**src/setpoint_params.svh**
```systemverilog
`ifndef SETPOINT_PARAMS_SVH
`define SETPOINT_PARAMS_SVH

// apb byte offsets
`define OFF_STATUS 12'h000
`define OFF_CTRL 12'h004
`define OFF_SET_BASE 12'h010
`define OFF_SET_LAST 12'h030

// status and control word field positions
`define ST_PROG_BIT 0
`define ST_PERMIT_BIT 1
`define ST_OVSPD_BIT 2
`define ST_DISENG_BIT 3
`define ST_LOCK_BIT 4
`define ST_DIRTY_BIT 5
`define ST_ERR_BIT 6
`define ST_STATE_LSB 8
`define CTRL_CLR_DIRTY_BIT 0

// setting reset values, bcd coded
`define DEF_PRESS_UNIT 16'h0000
`define DEF_TEMP_UNIT 16'h0000
`define DEF_PUMP_RATIO 16'h0244
`define DEF_ENG_LIMIT 16'h0900
`define DEF_WARN_PUMP 16'h3650
`define DEF_DISENG_PUMP 16'h4500
`define DEF_OIL_WARN 16'h0212
`define DEF_OIL_SHUT 16'h0240
`define DEF_AUTO_ON 16'h0000

// engine speed treated as idle for lockout release
`define IDLE_RPM 16'h0320

// timing
`define CLK_HZ 10000000
`define HOLD_TIME_MS 3000
`define IDLE_TIME_MS 3000
`define HOLD_CYC_CALC (`HOLD_TIME_MS * (`CLK_HZ / 1000))
`define IDLE_CYC_CALC (`IDLE_TIME_MS * (`CLK_HZ / 1000))

// display glyphs
`define GLYPH_DASH 4'hA
`define GLYPH_ERR 4'hE
`define GLYPH_BLANK 4'hF

`endif

```
**src/setpoint_pkg.sv**
```systemverilog
`default_nettype none
package setpoint_pkg;

  typedef enum logic [4:0] {
    ST_NORMAL = 5'b0_0001,
    ST_ACCESS = 5'b0_0010,
    ST_CODE = 5'b0_0100,
    ST_EDIT = 5'b0_1000,
    ST_EXIT = 5'b1_0000
  } prog_state_t;

  typedef enum logic [3:0] {
    SET_PRESS_UNIT = 4'h0,
    SET_TEMP_UNIT = 4'h1,
    SET_PUMP_RATIO = 4'h2,
    SET_ENG_LIMIT = 4'h3,
    SET_WARN_PUMP = 4'h4,
    SET_DISENG_PUMP = 4'h5,
    SET_OIL_WARN = 4'h6,
    SET_OIL_SHUT = 4'h7,
    SET_AUTO_ON = 4'h8,
    SET_NONE = 4'hF
  } setting_idx_t;

endpackage
`default_nettype wire

```
**src/compressor_setpoint_programmer.sv**
```systemverilog
// Our own choices: register access over APB and the register addresses.
`timescale 1ns/1ps
`default_nettype none
`include "setpoint_params.svh"

module compressor_setpoint_programmer
  import setpoint_pkg::*;
#(
  parameter int unsigned HOLD_CYC = `HOLD_CYC_CALC,
  parameter int unsigned IDLE_CYC = `IDLE_CYC_CALC
) (
  input wire logic pclk,
  input wire logic presetn,
  input wire logic psel,
  input wire logic penable,
  input wire logic pwrite,
  input wire logic [11:0] paddr,
  input wire logic [31:0] pwdata,
  output logic [31:0] prdata,
  output logic pready,
  output logic pslverr,
  input wire logic mode_btn,
  input wire logic onoff_btn,
  input wire logic interlock_in,
  input wire logic pressure_low_in,
  input wire logic [15:0] engine_rpm,
  input wire logic compressor_on,
  output logic [15:0] disp_digits,
  output logic [3:0] disp_flash,
  output logic program_active,
  output logic engage_permit,
  output logic overspeed_warn,
  output logic disengage_req,
  output logic reengage_lockout
);

  localparam int NSET = 9;
  localparam logic [15:0] DEFAULTS [NSET] = '{
    `DEF_PRESS_UNIT, `DEF_TEMP_UNIT, `DEF_PUMP_RATIO, `DEF_ENG_LIMIT,
    `DEF_WARN_PUMP, `DEF_DISENG_PUMP, `DEF_OIL_WARN, `DEF_OIL_SHUT,
    `DEF_AUTO_ON};
  localparam logic [15:0] DASHES = {4{`GLYPH_DASH}};
  localparam logic [15:0] BLANKS = {4{`GLYPH_BLANK}};

  function automatic logic [31:0] bcd2bin(input logic [15:0] b);
    bcd2bin = 32'(b[15:12]) * 1000 + 32'(b[11:8]) * 100
            + 32'(b[7:4]) * 10 + 32'(b[3:0]);
  endfunction

  function automatic logic [3:0] digit_inc(input logic [3:0] d);
    digit_inc = (d >= 4'h9) ? 4'h0 : d + 4'h1;
  endfunction

  //////////////////////////////////////////////////////////////////////////
  // pin synchronisers: three stages, level changes when stages 2 and 3 agree
  logic [3:0] pin_raw;
  logic [3:0] sync1_reg, sync2_reg, sync3_reg, level_reg, prev_reg;
  logic [3:0] level_next;
  assign pin_raw = {pressure_low_in, interlock_in, onoff_btn, mode_btn};

  genvar gp;
  generate
    for (gp = 0; gp < 4; gp++) begin : g_sync
      assign level_next[gp] = (sync2_reg[gp] == sync3_reg[gp]) ?
                              sync3_reg[gp] : level_reg[gp];
    end
  endgenerate

  always_ff @(posedge pclk or negedge presetn) begin
    if (!presetn) begin
      sync1_reg <= 4'h0;
      sync2_reg <= 4'h0;
      sync3_reg <= 4'h0;
      level_reg <= 4'h0;
      prev_reg <= 4'h0;
    end else begin
      sync1_reg <= pin_raw;
      sync2_reg <= sync1_reg;
      sync3_reg <= sync2_reg;
      level_reg <= level_next;
      prev_reg <= level_reg;
    end
  end

  wire mode_l = level_reg[0];
  wire onoff_l = level_reg[1];
  wire ilk_l = level_reg[2];
  wire press_low_l = level_reg[3];
  wire mode_press = mode_l & ~prev_reg[0];
  wire onoff_press = onoff_l & ~prev_reg[1];
  wire ilk_fall = prev_reg[2] & ~ilk_l;
  wire both_held = mode_l & onoff_l;
  // a press counts alone only; stops the exit gesture editing a digit
  wire mode_act = mode_press & ~onoff_l;
  wire onoff_act = onoff_press & ~mode_l;

  //////////////////////////////////////////////////////////////////////////
  // hold and inactivity counters
  prog_state_t state_reg, state_next;
  logic [31:0] hold_cnt_reg, hold_cnt_next;
  logic [31:0] idle_cnt_reg, idle_cnt_next;
  wire hold_cond = (state_reg == ST_NORMAL) ? (mode_l & ~onoff_l)
                                            : both_held;
  wire hold_done = hold_cond && (hold_cnt_reg >= HOLD_CYC - 1);
  wire idle_run = (state_reg == ST_ACCESS) || (state_reg == ST_CODE);
  wire idle_done = idle_run && (idle_cnt_reg >= IDLE_CYC - 1);

  assign hold_cnt_next = !hold_cond ? 32'h0000_0000 :
                         hold_done ? hold_cnt_reg : hold_cnt_reg + 32'd1;
  // counter held clear outside access and code entry, so edit never times out
  assign idle_cnt_next = (!idle_run || mode_press || onoff_press) ?
                         32'h0000_0000 : idle_cnt_reg + 32'd1;

  //////////////////////////////////////////////////////////////////////////
  // code entry and edit sequencing
  logic [3:0] dig_reg [3];
  logic [3:0] dig_next [3];
  logic [1:0] cur_reg, cur_next;
  logic [1:0] ecur_reg, ecur_next;
  logic err_reg, err_next;
  setting_idx_t sel_reg, sel_next, code_idx;
  logic edit_we;
  logic [15:0] set_reg [NSET];
  logic [15:0] edit_val;
  logic [15:0] sel_val;
  logic [3:0] opt_cnt;

  always_comb begin
    code_idx = SET_NONE;
    if (dig_reg[0] == 4'h3 && dig_reg[1] == 4'h1) begin
      case (dig_reg[2])
        4'h0: code_idx = SET_PRESS_UNIT;
        4'h1: code_idx = SET_TEMP_UNIT;
        4'h2: code_idx = SET_PUMP_RATIO;
        4'h3: code_idx = SET_ENG_LIMIT;
        4'h4: code_idx = SET_WARN_PUMP;
        4'h5: code_idx = SET_DISENG_PUMP;
        4'h6: code_idx = SET_OIL_WARN;
        4'h7: code_idx = SET_OIL_SHUT;
        default: code_idx = SET_NONE;
      endcase
    end else if (dig_reg[0] == 4'h3 && dig_reg[1] == 4'h2 &&
                 dig_reg[2] == 4'h1) begin
      code_idx = SET_AUTO_ON;
    end
  end

  assign sel_val = (sel_reg == SET_NONE) ? 16'h0000 : set_reg[sel_reg];
  assign opt_cnt = (sel_reg == SET_PRESS_UNIT) ? 4'h3 :
                   (sel_reg == SET_TEMP_UNIT || sel_reg == SET_AUTO_ON) ?
                   4'h2 : 4'h0;

  always_comb begin
    edit_val = sel_val;
    if (opt_cnt != 4'h0) begin
      edit_val = (sel_val[3:0] + 4'h1 >= opt_cnt) ? 16'h0000 :
                 {12'h000, sel_val[3:0] + 4'h1};
    end else begin
      case (ecur_reg)
        2'd0: edit_val[15:12] = digit_inc(sel_val[15:12]);
        2'd1: edit_val[11:8] = digit_inc(sel_val[11:8]);
        2'd2: edit_val[7:4] = digit_inc(sel_val[7:4]);
        default: edit_val[3:0] = digit_inc(sel_val[3:0]);
      endcase
    end
  end

  always_comb begin
    state_next = state_reg;
    dig_next = dig_reg;
    cur_next = cur_reg;
    ecur_next = ecur_reg;
    err_next = err_reg;
    sel_next = sel_reg;
    edit_we = 1'b0;
    case (state_reg)
      ST_NORMAL: begin
        if (hold_done) begin
          state_next = ST_ACCESS;
          err_next = 1'b0;
        end
      end
      ST_ACCESS: begin
        if (idle_done) begin
          state_next = ST_NORMAL;
        end else if (onoff_act) begin
          state_next = ST_CODE;
          dig_next = '{4'h1, 4'h0, 4'h0};
          cur_next = 2'd0;
          err_next = 1'b0;
        end
      end
      ST_CODE: begin
        if (idle_done) begin
          state_next = ST_NORMAL;
        end else if (onoff_act) begin
          if (cur_reg == 2'd0) begin
            dig_next[0] = digit_inc(dig_reg[0]);
          end else if (cur_reg == 2'd1) begin
            cur_next = 2'd2;
          end else begin
            dig_next[2] = digit_inc(dig_reg[2]);
          end
        end else if (mode_act) begin
          if (cur_reg == 2'd0) begin
            cur_next = 2'd1;
          end else if (cur_reg == 2'd1) begin
            dig_next[1] = digit_inc(dig_reg[1]);
          end else if (code_idx != SET_NONE) begin
            state_next = ST_EDIT;
            sel_next = code_idx;
            ecur_next = 2'd0;
          end else begin
            state_next = ST_ACCESS;
            err_next = 1'b1;
          end
        end
      end
      ST_EDIT: begin
        if (hold_done) begin
          state_next = ST_EXIT;
        end else if (mode_act && opt_cnt == 4'h0) begin
          ecur_next = ecur_reg + 2'd1;
        end else if (onoff_act) begin
          edit_we = 1'b1;
        end
      end
      ST_EXIT: begin
        if (!mode_l && !onoff_l) begin
          state_next = ST_ACCESS;
          err_next = 1'b0;
        end
      end
      default: state_next = ST_NORMAL;
    endcase
  end

  always_ff @(posedge pclk or negedge presetn) begin
    if (!presetn) begin
      state_reg <= ST_NORMAL;
      dig_reg <= '{4'h1, 4'h0, 4'h0};
      cur_reg <= 2'd0;
      ecur_reg <= 2'd0;
      err_reg <= 1'b0;
      sel_reg <= SET_NONE;
      hold_cnt_reg <= 32'h0000_0000;
      idle_cnt_reg <= 32'h0000_0000;
    end else begin
      state_reg <= state_next;
      dig_reg <= dig_next;
      cur_reg <= cur_next;
      ecur_reg <= ecur_next;
      err_reg <= err_next;
      sel_reg <= sel_next;
      hold_cnt_reg <= hold_cnt_next;
      idle_cnt_reg <= idle_cnt_next;
    end
  end

  //////////////////////////////////////////////////////////////////////////
  // apb slave, zero wait states
  wire setup = psel & ~penable;
  wire access = psel & penable & pready;
  wire hit_status = (paddr == `OFF_STATUS);
  wire hit_ctrl = (paddr == `OFF_CTRL);
  wire in_set = (paddr >= `OFF_SET_BASE) && (paddr <= `OFF_SET_LAST) &&
                (paddr[1:0] == 2'b00);
  wire [3:0] set_sel = 4'((paddr - `OFF_SET_BASE) >> 2);
  wire mapped = hit_status | hit_ctrl | in_set;
  logic dirty_reg;

  wire [31:0] status_word =
    (32'(state_reg) << `ST_STATE_LSB) |
    (32'(err_reg) << `ST_ERR_BIT) | (32'(dirty_reg) << `ST_DIRTY_BIT) |
    (32'(reengage_lockout) << `ST_LOCK_BIT) |
    (32'(disengage_req) << `ST_DISENG_BIT) |
    (32'(overspeed_warn) << `ST_OVSPD_BIT) |
    (32'(engage_permit) << `ST_PERMIT_BIT) |
    (32'(program_active) << `ST_PROG_BIT);
  wire [31:0] rd_word = hit_status ? status_word :
                        hit_ctrl ? {31'h0000_0000, dirty_reg} :
                        in_set ? {16'h0000, set_reg[set_sel]} :
                        32'h0000_0000;
  wire clr_dirty = access & pwrite & hit_ctrl &
                   pwdata[`CTRL_CLR_DIRTY_BIT];

  always_ff @(posedge pclk or negedge presetn) begin
    if (!presetn) begin
      pready <= 1'b0;
      prdata <= 32'h0000_0000;
      pslverr <= 1'b0;
      dirty_reg <= 1'b0;
    end else begin
      pready <= setup;
      prdata <= (setup && !pwrite) ? rd_word : 32'h0000_0000;
      pslverr <= setup & ~mapped;
      // edit sets, software clears; set wins on a tie
      dirty_reg <= edit_we | (dirty_reg & ~clr_dirty);
    end
  end

  // software restores saved values here after power-up; reset loads defaults
  genvar gs;
  generate
    for (gs = 0; gs < NSET; gs++) begin : g_set
      wire sw_we = access & pwrite & in_set & (set_sel == 4'(gs));
      always_ff @(posedge pclk or negedge presetn) begin
        if (!presetn) begin
          set_reg[gs] <= DEFAULTS[gs];
        end else if (edit_we && sel_reg == setting_idx_t'(gs)) begin
          set_reg[gs] <= edit_val;
        end else if (sw_we) begin
          set_reg[gs] <= pwdata[15:0];
        end
      end
    end
  endgenerate

  //////////////////////////////////////////////////////////////////////////
  // display
  logic [15:0] disp_next;
  logic [3:0] flash_next;
  always_comb begin
    disp_next = BLANKS;
    flash_next = 4'h0;
    case (state_reg)
      ST_NORMAL: disp_next = hold_cond ? DASHES : BLANKS;
      ST_ACCESS: begin
        disp_next = err_reg ? {`GLYPH_ERR, dig_reg[0], dig_reg[1],
                               dig_reg[2]} : DASHES;
      end
      ST_CODE: begin
        disp_next = {`GLYPH_BLANK, dig_reg[0], dig_reg[1], dig_reg[2]};
        flash_next = 4'b0100 >> cur_reg;
      end
      ST_EDIT: begin
        disp_next = both_held ? DASHES : sel_val;
        flash_next = both_held ? 4'h0 :
                     (opt_cnt != 4'h0) ? 4'hF : 4'b1000 >> ecur_reg;
      end
      ST_EXIT: disp_next = DASHES;
      default: disp_next = BLANKS;
    endcase
  end

  //////////////////////////////////////////////////////////////////////////
  // engagement supervision from the stored settings
  wire [31:0] rpm32 = 32'(engine_rpm);
  wire [31:0] ratio = bcd2bin(set_reg[SET_PUMP_RATIO]);
  // ratio is hundredths: compare rpm*ratio with limit*100, no divider
  wire ovspd = rpm32 * ratio > bcd2bin(set_reg[SET_WARN_PUMP]) * 100;
  wire diseng = rpm32 * ratio > bcd2bin(set_reg[SET_DISENG_PUMP]) * 100;
  wire rpm_ok = rpm32 <= bcd2bin(set_reg[SET_ENG_LIMIT]);
  wire lock_set = ilk_fall & compressor_on;
  wire lock_clr = press_low_l & (engine_rpm <= `IDLE_RPM);

  always_ff @(posedge pclk or negedge presetn) begin
    if (!presetn) begin
      disp_digits <= BLANKS;
      disp_flash <= 4'h0;
      program_active <= 1'b0;
      engage_permit <= 1'b0;
      overspeed_warn <= 1'b0;
      disengage_req <= 1'b0;
      reengage_lockout <= 1'b0;
    end else begin
      disp_digits <= disp_next;
      disp_flash <= flash_next;
      program_active <= (state_reg != ST_NORMAL);
      engage_permit <= ilk_l & rpm_ok & ~reengage_lockout &
                       ~lock_set;
      overspeed_warn <= ovspd;
      disengage_req <= diseng | reengage_lockout;
      reengage_lockout <= lock_set | (reengage_lockout & ~lock_clr);
    end
  end

endmodule
`default_nettype wire

```
**config.mk**
```make
export PLATFORM = sky130hd
export DESIGN_NAME = compressor_setpoint_programmer
export DESIGN_NICKNAME = d
export VERILOG_FILES = /design/src/setpoint_pkg.sv /design/src/compressor_setpoint_programmer.sv
export VERILOG_INCLUDE_DIRS = /design/src /design/src/src
export SDC_FILE = /design/constraint.sdc
export NUM_CORES = 2
export LEC_CHECK = 0
export ABC_AREA = 0
export BUFFER_PORTS_ARGS = -buffer_cell sky130_fd_sc_hd__buf_4
export CELL_PAD_IN_SITES_DETAIL_PLACEMENT = 0
export CELL_PAD_IN_SITES_GLOBAL_PLACEMENT = 1
export CORE_ASPECT_RATIO = 1.2
export CORE_MARGIN = 4
export CORE_UTILIZATION = 45
export DETAILED_ROUTE_END_ITERATION = 7
export GPL_ROUTABILITY_DRIVEN = 0
export PLACE_DENSITY_LB_ADDON = 0.3
export SLEW_MARGIN = 10
export SYNTH_ARGS = -nofsm -noshare
export SYNTH_HDL_FRONTEND = slang
export SYNTH_SLANG_ARGS = --single-unit
```
**constraint.sdc**
```tcl
create_clock -name pclk -period 12.26 [get_ports pclk]
set_input_delay 1.226 -clock pclk [delete_from_list [all_inputs] [get_ports pclk]]
set_output_delay 1.226 -clock pclk [all_outputs]
set_load 0.005 [all_outputs]
```
# --- Word level (Yosys, flattened, before mapping) ---
# Memories as Yosys holds them, arrays and structs flattened.
# Cells that the tools add are included.
# Widths: inputs -> output; s select.
totals:
  reg_bits: 297
  romBits: 24
  in_bits: 70
  out_inout_bits: 59
  wordCells: 392
  memories: 1
memory_table:
  columns: ["name", "depth", "width", "read_ports", "rd_ports_with_merged_regs", "write_ports", "line_no", "rtl"]
  rows:
  - ["(no name shown)", 8, 3, 1, 0, 0, "compressor_setpoint_programmer.sv:131", "case (dig_reg[2])"]
classes:
  add_sub_neg: 23
  n_mul: 15
  magnitude_cmp: 18
  eq_ne: 63
  n_shift: 2
  muxes: 116
  bitwise: 60
  n_reduce_logical: 56
ops:
  columns: ["operator", "count"]
  rows:
  - ["$mux 16", 29]
  - ["$bmux 16 s4", 2]
  - ["$mux 4", 26]
  - ["$mux 32", 3]
  - ["$pmux 16 s5", 1]
  - ["$add 16x4->17", 4]
  - ["$add 15x8->16", 4]
  - ["$add 32x1->32 const B", 2]
  - ["$ge 32x25->1 const B", 2]
  - ["$gt 32x24->1", 2]
  - ["$add 14x11->15", 4]
  - ["$mux 5", 10]
  - ["$mul 17x5->22 const B", 2]
  - ["$mul 4x7->11 const B", 4]
  - ["$mul 4x5->9 const B", 4]
  - ["$mux 12", 3]
  - ["$mux 2", 18]
  - ["$eq 4x3->1 const B", 8]
  - ["$mul 16x17->32", 1]
  - ["$and 1x1->1", 31]
  - ["$mux 15", 2]
  - ["$ne 2x2->1 const B", 15]
  - ["$add 4x1->4 const B", 7]
  - ["$ge 4x4->1 const B", 7]
  - ["other kinds (59)", 162]

# --- Logic depth before layout (Yosys ltp) ---
logic_depth:
  depth_word: 13
  depth_mapped: 45
  ltp_nobuf: 45

# --- Worst setup path after synthesis ---
# No wires, ideal clock.
synth_path:
  kind: "flip-flop to flip-flop"
  startpoint: "register set_reg[110] (netlist name)"
  endpoint: "register overspeed_warn"
  setup_ps: 148
  arrival_time_ps: 10021
  t_required_ps: 12112
  setup_slack_ps: 2091
  path_stages_with_launch: 44
  n_path_buf: 1
  period_less_slack_ps: 10169
  path_cell_list: "dfrtp_1 ha_1 fa_1 inv_1 fa_1 inv_1 fa_1 ha_1 ha_1 inv_1 o21bai_1 a21oi_1 o21bai_1 a21oi_1 xnor2_1 clkbuf_1 nand2_1 fa_1 [8 not listed] ha_1 a21o_1 nand2_1 o21ai_4 nand2_1 nand2_1 a21o_1 a21oi_1 xnor2_1 ha_1 a21o_1 a21o_1 a21oi_1 o311a_1 o21ai_0 a41o_1 a21oi_1 o311ai_1"
synth_between:
  elab_chain_cells: 6
synth_rtl:
  columns: ["item", "line_no", "rtl"]
  rows:
  - ["start, declared", "compressor_setpoint_programmer.sv:123", "logic [15:0] set_reg [NSET];"]
  - ["start signal, assigned by index", "compressor_setpoint_programmer.sv:309", "set_reg[gs] <= DEFAULTS[gs];"]
  - ["start signal, assigned by index", "compressor_setpoint_programmer.sv:311", "set_reg[gs] <= edit_val;"]
  - ["start signal, assigned by index", "compressor_setpoint_programmer.sv:313", "set_reg[gs] <= pwdata[15:0];"]
  - ["$mul 4x7->11", "compressor_setpoint_programmer.sv:46", "bcd2bin = 32'(b[15:12]) * 1000 + 32'(b[11:8]) * 100"]
  - ["$add 14x11->15", "compressor_setpoint_programmer.sv:46", null]
  - ["$add 15x8->16", "compressor_setpoint_programmer.sv:47", "+ 32'(b[7:4]) * 10 + 32'(b[3:0]);"]
  - ["$add 16x4->17", "compressor_setpoint_programmer.sv:47", null]
  - ["$mul 16x17->32", "compressor_setpoint_programmer.sv:351", "wire ovspd = rpm32 * ratio > bcd2bin(set_reg[SET_WARN_PUMP]) * 100;"]
  - ["$gt 32x24->1", "compressor_setpoint_programmer.sv:351", null]
  - ["via ovspd", "compressor_setpoint_programmer.sv:351", null]
  - ["end signal, assigned", "compressor_setpoint_programmer.sv:372", "overspeed_warn <= ovspd;"]
  - ["end, declared", "compressor_setpoint_programmer.sv:32", "output logic overspeed_warn,"]
# The timed path passes the listed nets, and every way through them passes these cells.
# A chain may end at the register's enable or synchronous reset.

# --- Final worst setup path ---
layout_path:
  startpoint: "register set_reg[109] (netlist name)"
  endpoint: "register overspeed_warn"
# Same word-level chain as after synthesis.

==> impl_metrics.csv <==
group,metric,value,unit
outcome,status,"finished, final reports clean",
global_route,grt_pass1_wl,153000,microns
routing,ant_nets,0,
power,combPwrFrac,0.078,
power,p_seq_frac,0.461,
finish,nets,4582,
clocking,clock-sinks,297,
worst_setup_path,ff2ff_path_depth,41,
worst_setup_path,crit_type,"reg2reg",
sta,relSlewSlack,0.230,
sta,fin_setup_tns,0,ns
placed_design,dpl_cell_area,36900,sq um
clocking,cts_root_buffer,"clkbuf_16",
worst_setup_path,reg2reg_slack,0.90,ns
finish,syn2layout_area_growth,7.35,%
finish,largest_reg_flops,144,
sta,final-hold-violation-count,0,
synthesis,synth_area_per_cell,9.50,sq um
routing,drc,0,
worst_setup_path,r2r-start,"set_reg[109]$_DFFE_PN0P_",
power,p_leak,19.3,nW
synthesis,synthTopCellsByCount,"ha_1, inv_1, nor2_1",
power,p_sw_frac,0.258,
placed_design,port_buffers,96,
global_route,grt_pass1_vias,27100,
routing,drt_iter0_drc,1439,
worst_setup_path,critPathMaxFanout,8,
clocking,clockBufferDepth,3,
finish,drive_gt1_frac,0.120,
synthesis,synth_flop_cell,"dfrtp_1",
routing,viasPerCell,5.49,
synthesis,synth_cell_types,109,
power,switchingPower,0.558,mW
synthesis,synth_top_area_share,0.181,
synthesis,synth_area_leader_cell,"dfrtp_1",
power,pwr_density_cell,57.0,nW/um^2
floorplan,initial_core_util,0.454,
synthesis,yosysWarnings,0,
worst_setup_path,critPathMostFrequentCell,"fa_1",
hold_path,worstHoldStart,"sync1_reg[1]$_DFF_PN0_",
synthesis,yosysMostFrequentCell,"ha_1",
placed_design,dp_hpwl,74000,microns
synthesis,synth_area,35400,sq um
power,intPower,1.61,mW
floorplan,die_area,83200,sq um
power,p_total,2.17,mW
clocking,cts_resized,0,
sta,whs,0.349,ns
global_route,grt.total_usage,0.232,
global_route,antenna_found_initial,3,
clocking,clk_pin_slew_worst_paths,0.08,ns
global_route,overflow,0,
worst_setup_path,crit_path_end_kind,"register",
routing,first_pass_iters,6,
worst_setup_path,critical_path_arrival,11.81,ns
power,clockPowerShare,0.461,
placed_design,dpl.cell_count,4736,
hold_path,hold_path_class,"reg2reg",
clocking,htreeDepth,1,
sta,period_share,0.926,
hold_path,min_path_cells,0,
synthesis,synthCells,3725,
floorplan,io_pins,129,
worst_setup_path,r2r-end,"overspeed_warn$_DFF_PN0_",
routing,wl_per_cell,20.1,microns
clocking,cts_tree,"done",
synthesis,seq_area_frac_synth,0.212,
sta,rsz0062_at_grt,"false",
worst_setup_path,slowest_delay,0.63,ns
floorplan,rows,112,
routing,wirelength,96400,microns
clocking,post_cts.repair.setup_buffers,0,
global_route,grt_max_degree,165,
sta,worst_pin_slew,1.15,ns
synthesis,synth_edf_count,0,
floorplan,die_h,315,microns
run,max_cap_viol_count,0,
clocking,postCtsHoldBufs,0,
synthesis,yosys-top-cells-area,"dfrtp_1, ha_1, fa_1",
power,ir_worst_vdd,0.000106,V
sta,fin_worst_skew,0.0191,ns
sta,setup_violations,0,
sta,slew_viol_final,0,
worst_setup_path,cp.required,12.72,ns
floorplan,fp.dieW,264,microns
worst_setup_path,slowest_stage,"xor2_1",
worst_setup_path,critPathLaunchType,"register",
routing,vias,26300,
synthesis,async_flop_share,1.00,
hold_path,min_to,"sync2_reg[1]$_DFF_PN0_",
floorplan,core_area,77900,sq um
sta,fmaxAchievable,88.1,MHz
sta,period_needed,11.36,ns
clocking,numCtsBuffers,31,
finish,stdcell_area,38000,sq um
clocking,clk_latency,0.62,ns
synthesis,ys_ff_latch,297,
finish,stdcell_count,4795,
## per-stage QoR
stage                     utilization  setup WS (ns)
after CTS                       0.487          0.936
final                           0.487          0.905
after floorplan                     -           2.09
after global routing            0.487          0.396
after detailed placement        0.474           1.00
after global placement          0.474           1.01
## per-layer routing
layer	vias to the layer above	routed length [microns]	part of all wire	GRT usage
met5	-	23	0.00024	0
met2	621	47400	0.49	0.408
met4	4	4030	0.042	0.0848
met3	174	3940	0.041	0.0197
li1	12600	-	-	-
met1	12900	41000	0.43	0.299
## cells in the final DEF, fill, tap and decap left out, drive strengths merged, types with 127 or more instances in the layout
master / synthesis / routed
inv: 463 / 465
nor2: 313 / 313
nand2: 309 / 309
fa: 269 / 269
buf: 76 / 127
ha: 500 / 500
o21ai: 136 / 136
a21oi: 241 / 241
dfrtp: 256 / 256
## worst max-delay path by stage
| stage | slack, ns | cells past startpoint | startpoint | to |
|---|---|---|---|---|
| 3_3_place_gp | 1.01 | 42 | set_reg[110]$_DFFE_PN0P_ | overspeed_warn$_DFF_PN0_ |
| 6_report | 0.90 | 41 | set_reg[109]$_DFFE_PN0P_ | overspeed_warn$_DFF_PN0_ |
| 5_1_grt | 0.40 | 42 | set_reg[109]$_DFFE_PN0P_ | overspeed_warn$_DFF_PN0_ |
| 4_1_cts | 0.94 | 42 | set_reg[109]$_DFFE_PN0P_ | overspeed_warn$_DFF_PN0_ |
| 3_5_place_dp | 1.00 | 42 | set_reg[109]$_DFFE_PN0P_ | overspeed_warn$_DFF_PN0_ |
| 2_1_floorplan | 2.09 | 43 | set_reg[110]$_DFFE_PN0P_ | overspeed_warn$_DFF_PN0_ |
## power by group through the flow
stage               Combinational (mW)  Clock [mW]  Sequential [mW]
floorplan                       0.0925           0             1.01
global placement                 0.169           0             1.02
detailed placement               0.169           0             1.02
CTS                              0.170        1.02            0.999
global route                     0.187        1.05             1.00
finish                           0.169       0.998            0.999
## kinds of logic (layout without fill, tap and decap cells)
family          after synthesis  after routing  share of synthesized area
simple gates                993            993                      0.134
fa+ha+maj                   774            774                      0.331
compound gates              621            621                      0.113
buf+inv                     620            648                     0.0711
flops                       297            297                      0.212
mux                         242            242                     0.0948
xor+xnor                    177            177                     0.0440
other cells                   1             17                   0.000106
## final cells by class
type                            count  area [sq um]
Clock buffer                       40           860
Inverter                          463          1740
Antenna cell                        1          2.50
Multi-Input combinational cell   2823         25400
Clock inverter                     18           199
Sequential cell                   297          7480
Tap cell                         1026          1280
Fill cell                        7468         39900
Timing Repair Buffer              127           973
## worst max-delay path: cells and delay by family (launching register included)
kind / cells / cell delay, ns
AO/OA/AOI/OAI: 14 / 2.22
XOR/XNOR: 2 / 1.05
adder cells (fa/ha/maj): 14 / 6.34
buffers and inverters: 8 / 0.46
flip-flops: 1 / 0.49
AND/OR/NAND/NOR: 3 / 0.63
No activity file was read; power rests on OpenSTA's default activity.
